$ cat src/rtl/fcp_defines.vh
`ifndef FCP_DEFINES_VH
`define FCP_DEFINES_VH
// Register byte offsets; channel registers as word index within the channel
`define FCP_OFS_MODE      12'h000
`define FCP_OFS_ENA       12'h004
`define FCP_OFS_DIS       12'h008
`define FCP_OFS_SR        12'h00C
`define FCP_OFS_IER       12'h010
`define FCP_OFS_IDR       12'h014
`define FCP_OFS_IMR       12'h018
`define FCP_OFS_ISR       12'h01C
`define FCP_OFS_CH_BASE   12'h200
`define FCP_CH_STRIDE_LSB 5
`define FCP_OFS_CMR       3'h0
`define FCP_OFS_CHANNEL_DUTY_VALUE      3'h1
`define FCP_OFS_CHANNEL_PERIOD_VALUE      3'h2
`define FCP_OFS_CCNT      3'h3
`define FCP_OFS_CUPD      3'h4
// Mode register fields
`define FCP_MR_DIVIDER_A_FACTOR_LSB   0
`define FCP_MR_DIVIDER_A_SOURCE_SEL_LSB   8
`define FCP_MR_DIVIDER_B_FACTOR_LSB   16
`define FCP_MR_DIVIDER_B_SOURCE_SEL_LSB   24
// Channel mode register fields
`define FCP_CMR_CSEL_LSB  0
`define FCP_CMR_CALG_BIT  8
`define FCP_CMR_CPOL_BIT  9
`define FCP_CMR_CPD_BIT   10
// Clock select codes
`define FCP_SEL_AUX_A     4'hB
`define FCP_SEL_AUX_B     4'hC
`define FCP_RST_ZERO      32'h0000_0000
`endif

$ cat src/rtl/fcp_chan.v
`timescale 1ns/100ps
`include "fcp_defines.vh"
// One waveform channel: counter, comparator, double buffer
module fcp_chan #(
  parameter CW = 16
) (
  input  wire          i_clk,
  input  wire          i_rst_b,
  input  wire          i_tick,      // Selected clock enable pulse
  input  wire          i_en,        // Channel running
  input  wire          i_start,     // Channel enable write
  input  wire          i_calg,      // Center aligned
  input  wire          i_cpol,      // Start level
  input  wire          i_cpd,       // Update target: 1 period, 0 duty
  input  wire          i_wr_prd,    // Direct period write
  input  wire          i_wr_dty,    // Direct duty write
  input  wire          i_wr_upd,    // Update register write
  input  wire [CW-1:0] i_wdata,     // Write data
  output reg  [CW-1:0] o_prd,       // Active period
  output reg  [CW-1:0] o_dty,       // Active duty
  output reg  [CW-1:0] o_cnt,       // Internal counter
  output reg           o_wave,      // channel_wave_out
  output wire          o_eop        // End of period pulse
);
  //----------------------------------------
  // State
  //----------------------------------------
  reg [CW-1:0] upd_r;    // Held update value
  reg          upd_pend_r; // Update waiting
  reg          down_r;   // Counting down
  wire at_top  = (o_cnt >= o_prd);
  wire at_zero = (o_cnt == {CW{1'b0}});
  // Left period spans exactly prd ticks
  wire at_end  = (o_cnt >= (o_prd - {{(CW-1){1'b0}},1'b1}));
  // center ends at zero going down
  // left ends at period
  assign o_eop = i_en & i_tick &
                 (i_calg ? (down_r & (at_zero | (o_cnt == {{(CW-1){1'b0}},1'b1})))
                         : at_end);
  //----------------------------------------
  // Counter and buffers
  //----------------------------------------
  always @(posedge i_clk or negedge i_rst_b) begin
    if (!i_rst_b) begin
      o_cnt      <= {CW{1'b0}};
      o_prd      <= {CW{1'b0}};
      o_dty      <= {CW{1'b0}};
      upd_r      <= {CW{1'b0}};
      upd_pend_r <= 1'b0;
      down_r     <= 1'b0;
    end else begin
      // Direct writes while stopped
      if (i_wr_prd && !i_en) o_prd <= i_wdata;
      if (i_wr_dty && !i_en) o_dty <= i_wdata;
      // hold update until period end
      if (i_wr_upd) begin
        upd_r      <= i_wdata;
        upd_pend_r <= 1'b1;
      end
      if (i_start) begin
        // all started channels reset together
        o_cnt  <= {CW{1'b0}};
        down_r <= 1'b0;
      end else if (i_en && i_tick) begin
        // 16-bit up/down counter
        if (o_eop) begin
          o_cnt  <= {CW{1'b0}};
          down_r <= 1'b0;
          // apply buffered value at boundary
          if (upd_pend_r && !i_wr_upd) begin
            upd_pend_r <= 1'b0;
            if (i_cpd) o_prd <= upd_r;
            else       o_dty <= upd_r;
          end
        end else if (i_calg && (down_r || at_top)) begin
          down_r <= 1'b1;
          o_cnt  <= o_cnt - {{(CW-1){1'b0}},1'b1};
        end else begin
          o_cnt  <= o_cnt + {{(CW-1){1'b0}},1'b1};
        end
      end
    end
  end
  //----------------------------------------
  // Comparator output
  //----------------------------------------
  // first part of period at cpol
  always @(posedge i_clk or negedge i_rst_b) begin
    if (!i_rst_b) begin
      o_wave <= 1'b0;
    end else if (!i_en) begin
      o_wave <= i_cpol;
    end else begin
      o_wave <= (o_cnt < (o_prd - o_dty)) ? i_cpol : ~i_cpol;
    end
  end
endmodule

$ cat src/rtl/fcp_top.v
// Design decisions made here: the register offsets and the plain strobed port.
`timescale 1ns/100ps
`include "fcp_defines.vh"
// Overview of operation
// Four channels, one output line each
// Generator offers thirteen clocks from master
// Modulo counter gives divide by 1..1024
// Two linear dividers, 1 to 255
// Divider source picked by mode field
// Fields reset zero; zero divisor stops clock
// Divided clocks off at reset, clock stop
// Per-channel clock select, reset zero
// Sixteen-bit channel counter on selected clock
// Comparator makes events and output level
// Left period is period times prescale
// Period and duty double-buffered
// Channels start together on one write
// Clock stop freezes state, resumes later
// Configuration writes work with clock stopped
// Software access through mapped registers
// Interrupt controller must be level sensitive
// Center mode counts up then down
// Left mode counts up then wraps
// Update value applied at period end
// Period end flag, cleared by status read
module fcp_top #(
  parameter NCH = 4,
  parameter CW  = 16
) (
  input  wire           i_clk,
  input  wire           i_rst_b,
  input  wire           i_clk_on,   // Master clock enabled by power manager
  input  wire [11:0]    i_addr,     // Byte address
  input  wire [31:0]    i_wdata,    // Write data
  input  wire           i_wr,       // Write strobe
  input  wire           i_rd,       // Read strobe
  output reg  [31:0]    o_rdata,    // Read data, cycle after read
  output wire [NCH-1:0] o_wave,     // channel_wave_out lines
  output wire           o_irq       // Level interrupt
);
  //----------------------------------------
  // Clock-on synchroniser
  //----------------------------------------
  reg on_s1_r;  // First stage
  reg on_r;     // Second stage
  always @(posedge i_clk or negedge i_rst_b) begin
    if (!i_rst_b) begin
      on_s1_r <= 1'b0;
      on_r    <= 1'b0;
    end else begin
      on_s1_r <= i_clk_on;
      on_r    <= on_s1_r;
    end
  end
  //----------------------------------------
  // Registers
  //----------------------------------------
  reg [31:0]      mode_r;  // generator_mode_register
  reg [NCH-1:0]   ena_r;   // Channel enables
  reg [NCH-1:0]   imr_r;   // Interrupt mask
  reg [NCH-1:0]   isr_r;   // Period end flags
  reg [10:0]      cmr_r [0:NCH-1]; // channel_mode_register
  wire [3:0] a_src = mode_r[`FCP_MR_DIVIDER_A_SOURCE_SEL_LSB +: 4];
  wire [3:0] b_src = mode_r[`FCP_MR_DIVIDER_B_SOURCE_SEL_LSB +: 4];
  wire [7:0] a_div = mode_r[`FCP_MR_DIVIDER_A_FACTOR_LSB +: 8];
  wire [7:0] b_div = mode_r[`FCP_MR_DIVIDER_B_FACTOR_LSB +: 8];
  // Decode
  wire       in_ch   = (i_addr[11:9] == 3'h1) &&
                       (i_addr[8:7] == 2'b00);
  wire [1:0] ch_idx  = i_addr[6:5];
  wire [2:0] ch_reg  = i_addr[4:2];
  wire       w_mode  = i_wr && (i_addr == `FCP_OFS_MODE);
  wire       w_ena   = i_wr && (i_addr == `FCP_OFS_ENA);
  wire       w_dis   = i_wr && (i_addr == `FCP_OFS_DIS);
  wire       w_ier   = i_wr && (i_addr == `FCP_OFS_IER);
  wire       w_idr   = i_wr && (i_addr == `FCP_OFS_IDR);
  wire       r_isr   = i_rd && (i_addr == `FCP_OFS_ISR);
  //----------------------------------------
  // Modulo-n prescaler
  //----------------------------------------
  reg  [9:0]  pre_r;    // Free divider count
  wire [10:0] pre_tick; // Tick per power of two
  // counting frozen while clock stopped
  always @(posedge i_clk or negedge i_rst_b) begin
    if (!i_rst_b) pre_r <= 10'h000;
    else if (on_r) pre_r <= pre_r + 10'h001;
  end
  // tick of divide 2^k when low k bits all ones
  // divided ticks need the clock on
  genvar k;
  assign pre_tick[0] = on_r;
  generate
    for (k = 1; k < 11; k = k + 1) begin : g_pre
      assign pre_tick[k] = on_r & (&pre_r[k-1:0]);
    end
  endgenerate
  //----------------------------------------
  // Linear dividers A and B
  //----------------------------------------
  reg [7:0] a_cnt_r;  // Divider A count
  reg [7:0] b_cnt_r;  // Divider B count
  // source from modulo counter
  wire a_in = (a_src < 4'hB) ? pre_tick[a_src] : 1'b0;
  wire b_in = (b_src < 4'hB) ? pre_tick[b_src] : 1'b0;
  // divide by factor; zero stops
  wire a_tick = a_in && (a_div != 8'h00) && (a_cnt_r >= a_div - 8'h01);
  wire b_tick = b_in && (b_div != 8'h00) && (b_cnt_r >= b_div - 8'h01);
  always @(posedge i_clk or negedge i_rst_b) begin
    if (!i_rst_b) begin
      a_cnt_r <= 8'h00;
      b_cnt_r <= 8'h00;
    end else begin
      if (a_tick) a_cnt_r <= 8'h00;
      else if (a_in) a_cnt_r <= a_cnt_r + 8'h01;
      if (b_tick) b_cnt_r <= 8'h00;
      else if (b_in) b_cnt_r <= b_cnt_r + 8'h01;
    end
  end
  // thirteen selectable ticks
  wire [12:0] gen_tick = {b_tick, a_tick, pre_tick};
  //----------------------------------------
  // Channels
  //----------------------------------------
  wire [CW-1:0]  prd   [0:NCH-1];
  wire [CW-1:0]  dty   [0:NCH-1];
  wire [CW-1:0]  cnt   [0:NCH-1];
  wire [NCH-1:0] eop;
  genvar c;
  generate
    // one instance per channel
    for (c = 0; c < NCH; c = c + 1) begin : g_ch
      wire sel_me = i_wr && in_ch && (ch_idx == c);
      // channel clock select
      wire [3:0] csel = cmr_r[c][3:0];
      wire       tk   = (csel < 4'hD) ? gen_tick[csel] : 1'b0;
      fcp_chan #(.CW(CW)) u_ch (
        .i_clk    (i_clk),
        .i_rst_b  (i_rst_b),
        .i_tick   (tk),
        .i_en     (ena_r[c]),
        .i_start  (w_ena & i_wdata[c] & ~ena_r[c]),
        .i_calg   (cmr_r[c][`FCP_CMR_CALG_BIT]),
        .i_cpol   (cmr_r[c][`FCP_CMR_CPOL_BIT]),
        .i_cpd    (cmr_r[c][`FCP_CMR_CPD_BIT]),
        .i_wr_prd (sel_me && (ch_reg == `FCP_OFS_CHANNEL_PERIOD_VALUE)),
        .i_wr_dty (sel_me && (ch_reg == `FCP_OFS_CHANNEL_DUTY_VALUE)),
        .i_wr_upd (sel_me && (ch_reg == `FCP_OFS_CUPD)),
        .i_wdata  (i_wdata[CW-1:0]),
        .o_prd    (prd[c]),
        .o_dty    (dty[c]),
        .o_cnt    (cnt[c]),
        .o_wave   (o_wave[c]),
        .o_eop    (eop[c])
      );
    end
  endgenerate
  //----------------------------------------
  // Register writes
  //----------------------------------------
  // writes accepted with clock stopped
  integer i;
  always @(posedge i_clk or negedge i_rst_b) begin
    if (!i_rst_b) begin
      // mode fields zero
      mode_r <= `FCP_RST_ZERO;
      ena_r  <= {NCH{1'b0}};
      imr_r  <= {NCH{1'b0}};
      for (i = 0; i < NCH; i = i + 1) cmr_r[i] <= 11'h000;
    end else begin
      // full 8-bit divisor fields kept
      if (w_mode) mode_r <= i_wdata & 32'h0FFF_0FFF;
      // enable several at once
      if (w_ena) ena_r <= ena_r | i_wdata[NCH-1:0];
      if (w_dis) ena_r <= ena_r & ~i_wdata[NCH-1:0];
      if (w_ier) imr_r <= imr_r | i_wdata[NCH-1:0];
      if (w_idr) imr_r <= imr_r & ~i_wdata[NCH-1:0];
      for (i = 0; i < NCH; i = i + 1) begin
        // Polarity and alignment only while stopped
        if (i_wr && in_ch && ch_idx == i && ch_reg == `FCP_OFS_CMR
            && !ena_r[i])
          cmr_r[i] <= i_wdata[10:0];
      end
    end
  end
  //----------------------------------------
  // Period end flags
  //----------------------------------------
  // set wins over read clear
  always @(posedge i_clk or negedge i_rst_b) begin
    if (!i_rst_b) isr_r <= {NCH{1'b0}};
    else isr_r <= (r_isr ? {NCH{1'b0}} : isr_r) | eop;
  end
  // level output for level-sensitive controller
  assign o_irq = |(isr_r & imr_r);
  //----------------------------------------
  // Read path
  //----------------------------------------
  // mapped register reads
  always @(posedge i_clk or negedge i_rst_b) begin
    if (!i_rst_b) begin
      o_rdata <= 32'h0000_0000;
    end else if (i_rd) begin
      o_rdata <= 32'h0000_0000;
      if (i_addr == `FCP_OFS_MODE) o_rdata <= mode_r;
      else if (i_addr == `FCP_OFS_SR)
        o_rdata[NCH-1:0] <= ena_r;
      else if (i_addr == `FCP_OFS_IMR)
        o_rdata[NCH-1:0] <= imr_r;
      else if (i_addr == `FCP_OFS_ISR)
        o_rdata[NCH-1:0] <= isr_r;
      else if (in_ch) begin
        case (ch_reg)
          `FCP_OFS_CMR:  o_rdata[10:0]   <= cmr_r[ch_idx];
          `FCP_OFS_CHANNEL_DUTY_VALUE: o_rdata[CW-1:0] <= dty[ch_idx];
          `FCP_OFS_CHANNEL_PERIOD_VALUE: o_rdata[CW-1:0] <= prd[ch_idx];
          `FCP_OFS_CCNT: o_rdata[CW-1:0] <= cnt[ch_idx];
          default:       o_rdata <= 32'h0000_0000;
        endcase
      end
    end else begin
      o_rdata <= 32'h0000_0000;
    end
  end
  // period = prd x prescale via tick rate
endmodule

$ cat config.mk
export PLATFORM = sky130hd
export DESIGN_NAME = fcp_top
export DESIGN_NICKNAME = d
export VERILOG_FILES = /design/src/rtl/fcp_chan.v /design/src/rtl/fcp_top.v
export VERILOG_INCLUDE_DIRS = /design/src /design/src/rtl
export SDC_FILE = /design/constraint.sdc
export NUM_CORES = 1
export LEC_CHECK = 0
export ABC_AREA = 1
export BUFFER_PORTS_ARGS = -buffer_cell sky130_fd_sc_hd__buf_4
export CAP_MARGIN = 10
export CORE_MARGIN = 2
export CORE_UTILIZATION = 45
export DETAILED_ROUTE_END_ITERATION = 8
export SETUP_SLACK_MARGIN = 0.2
export SLEW_MARGIN = 10
export SYNTH_ARGS = -nofsm -noshare
export SYNTH_HDL_FRONTEND = slang
export SYNTH_SLANG_ARGS = --single-unit
$ cat constraint.sdc
create_clock -name i_clk -period 4.5 [get_ports i_clk]
set_input_delay 0.45 -clock i_clk [delete_from_list [all_inputs] [get_ports i_clk]]
set_output_delay 0.45 -clock i_clk [all_outputs]
set_load 0.02 [all_outputs]
==> impl_metrics.toml <==
[run_status]
run_status = "finished clean"

[sta]
fin_skew_ns = 0.0173
max_freq_ghz = 0.253
relSlewSlack_pct = 22.1
rsz0062_at_grt = "false"
drv_slew = 0
hold_viol_final = 0
fin_crit_sh_pct = 87.8
worst_slack_ns = 0.550
worst_slew_pin_slew_ns = 1.16
setup_violations = 0
final.setup.tns_ns = 0
fin_crit_ns = 3.95

[layout]
final_cells = 6039
multi_input_area_sq_um = 21100
fin_util_pct = 49.8
fillers = 7789
drive_above_1_share_pct = 6.31
syn2layout_area_growth_pct = 9.60
nets = 5361
regArea_sq_um = 10100

[worst_hold_path]
min_to = "mode_r[21]$_DFFE_PN0P_"
hp-class = "in -> reg"
hold-path-cell-count = 2
min-delay-start = "i_wdata[21]"

[cts]
path_clk_slew_ns = 0.06
clk_latency_ns = 0.63
cts.sinks = 404
numCtsBuffers = 50
cts.htree.levels = 2
clk_path_buf_depth = 3
root_buffer = "clkbuf_16"
cts_tree = "done"

[logic_synthesis]
synth_ff_type = "dfrtp_1"
ys_types = 59
synth_area_leaders = "dfrtp_1 (29%), nand2_1 (15%), ha_1 (11%)"
yosysWarnings = 0
synth.top_cell.area_share_pct = 29.3
synth_edf_count = 0
syn_inst = 5048
syn_area_sq_um = 34500
synthArstFlopShare_pct = 100
ys_seq_area_share_pct = 29.3
syn_avg_cell_area_sq_um = 6.82
synth.largest_area_cell = "dfrtp_1"
synth_seq_cells = 404

[detailed_routing]
drc = 0
dr.pass1.iters = 7
antenna_left = 0
drt_iter0_drc = 3626
drt-total-wl_um = 122000
viasPerCell = 5.62
post_drt_wl_per_cell_um = 20.2
vias = 33958

[critical_path]
r2r-end = "g_ch[3].u_ch.o_prd[15]$_DFF_PN0_"
cp-start-kind = "register"
crit_type = "reg -> reg"
worstPathRequired_ns = 4.99
cp-startpoint = "g_ch[3].u_ch.o_prd[1]$_DFF_PN0_"
end_kind = "register"
worstPathMaxFanout = 64
reg2reg_from = "g_ch[3].u_ch.o_prd[1]$_DFF_PN0_"
reg2reg_depth = 22
arrival_ns = 4.44
reg2reg_slack_ns = 0.55

[floorplan]
initial_core_util_pct = 45.4
io-pin-count = 86
fp.dieArea_sq_um = 78800
die_h_um = 281
die_x_um = 281
rows = 101
core_area_sq_um = 75800

[power]
ir_worst_vdd_mv = 0.256
powerDensity_nw_per_um2 = 293
p_leak_uw = 0.0192
total_power_uw = 11100

[global_route]
overflow = 0
grt_pass1_vias = 30738
grt_max_degree = 101
grtUsageTotal_pct = 30.7
grt_antenna_before_repair = 6
grt_pass1_wl_um = 186000

[flow_run]
drv_cap = 0

[place]
dp_hpwl_um = 91300
dpl.cell_count = 5940
place_congestion = 0.985
pre_cts_slack_ns = 0.216
io_buffers = 77
-- worst max-delay path by stage --
stage	end	slack, ns	cells past startpoint
floorplan	g_ch[2].u_ch.o_dty[1]$_DFF_PN0_	0.89	27
global route	g_ch[3].u_ch.o_prd[15]$_DFF_PN0_	0.19	22
finish	g_ch[3].u_ch.o_prd[15]$_DFF_PN0_	0.55	22
detailed placement	g_ch[2].u_ch.o_prd[15]$_DFF_PN0_	0.22	26
CTS	g_ch[0].u_ch.o_dty[8]$_DFF_PN0_	0.31	22
global placement	g_ch[2].u_ch.o_dty[0]$_DFF_PN0_	0.27	27
-- layout make-up --
type	count	area share (%)
Timing Repair Buffer	155	3.28
Multi-Input combinational cell	3817	55.8
Antenna cell	2	0.0133
Tap cell	978	3.24
Inverter	589	5.99
Timing Repair inverter	1	0.0298
Clock inverter	25	1.01
Clock buffer	68	3.84
Sequential cell	404	26.8
-- placed cells by master, fill, tap and decap left out, types with 147 or more instances in the layout --
cell type,synthesis,routed
nand2_1,1379,1377
inv_1,562,561
a21oi_1,215,215
nand3_1,153,153
o21ai_1,174,174
buf_4,24,147
ha_1,290,290
o21ai_0,666,666
xor2_1,196,196
nor2_1,208,205
dfrtp_1,404,404
-- cell families after synthesis --
group                    share of synthesized area [%]
AO/OA/AOI/OAI                                     18.5
XOR/XNOR                                          5.95
adder cells (fa/ha/maj)                           10.8
buffers and inverters                             9.74
flip-flops                                        29.3
multiplexers                                    0.0327
other                                           0.0109
AND/OR/NAND/NOR                                   25.6
-- layer usage --
layer	global-route usage [%]	share of wire [%]	routed length [um]	up-vias
met2	48.6	45	54500	1193
met5	0	0.020	24	-
met3	5.88	8.3	10200	276
met4	12.0	4.3	5200	4
met1	41.3	43	52300	15831
li1	-	-	-	16654
-- cell usage after synthesis (all sizes together) (4+ instances only) --
cell type and number:
nand2 1389, o21ai 840, inv 581, dfrtp 404, ha 290, a21oi 215, nor2 215, xor2 196
nand3 158, clkbuf 155, nand4 128, nor3 106, buf 86, o22ai 51, xnor2 38, or2 34
nor4 27, a22oi 20, o211ai 14, o31ai 14, a31oi 12, o21bai 12, a211oi 10, nand3b 10
clkinv 8, o221ai 7, o21a 5, a21o 4, fa 4, nor3b 4
-- timing repair --
action	in CTS	in global routing
gates cloned	0	1
hold buffers	2	0
hold endpoints to repair	79	0
endpoints found under the setup margin	10	123
resized for setup	1	20
buffers inserted	0	1
-- stage by stage --
| stage | instance area (sq um) | hold slack, ns |
|---|---|---|
| after floorplan | 34500 | 0.154 |
| after global placement | 35800 | 0.335 |
| after detailed placement | 35800 | 0.351 |
| after CTS | 37600 | 0.0340 |
| after global routing | 37800 | 0.0605 |
| final | 37800 | 0.0630 |
-- power by group --
part           total [uW]  leakage [uW]  switching [uW]  internal, uW
sequential           4130       0.00493             335          3790
clock                4530      0.000903            1800          2730
combinational        2420        0.0133            1590           830
total               11100        0.0192            3720          7360
-- registers in the layout, summed over array words and instances (netlist names), 4 cells and up, named ones only --
signal and count:
o_rdata 28, a_cnt_r 8, b_cnt_r 8, g_ch.u_ch.o_prd 64, g_ch.u_ch.upd_pend_r 4, g_ch.u_ch.down_r 4
g_ch.u_ch.o_wave 4, g_ch.u_ch.o_cnt 64, isr_r 4, pre_r 10, g_ch.u_ch.o_dty 64, mode_r 24
g_ch.u_ch.upd_r 64, cmr_r 44
-- worst max-delay path, stage by stage, from the launching register on --
cell and delay, ns:
dfrtp_1 0.44, inv_1 0.26, ha_1 0.25, inv_1 0.05, nor2_1 0.18, inv_1 0.10, nor2_1 0.16, nand2_1 0.12
nor3_1 0.26, nand3_1 0.13, xor2_1 0.15, inv_1 0.06, ha_1 0.27, nand2_1 0.04, inv_1 0.06, nand3_1 0.09
nor3_1 0.22, nand2_1 0.08, nand4_1 0.10, o21ai_1 0.13, nand3b_4 0.28, clkinv_8 0.27, o21ai_0 0.13
(Power assumes the default switching activity.)
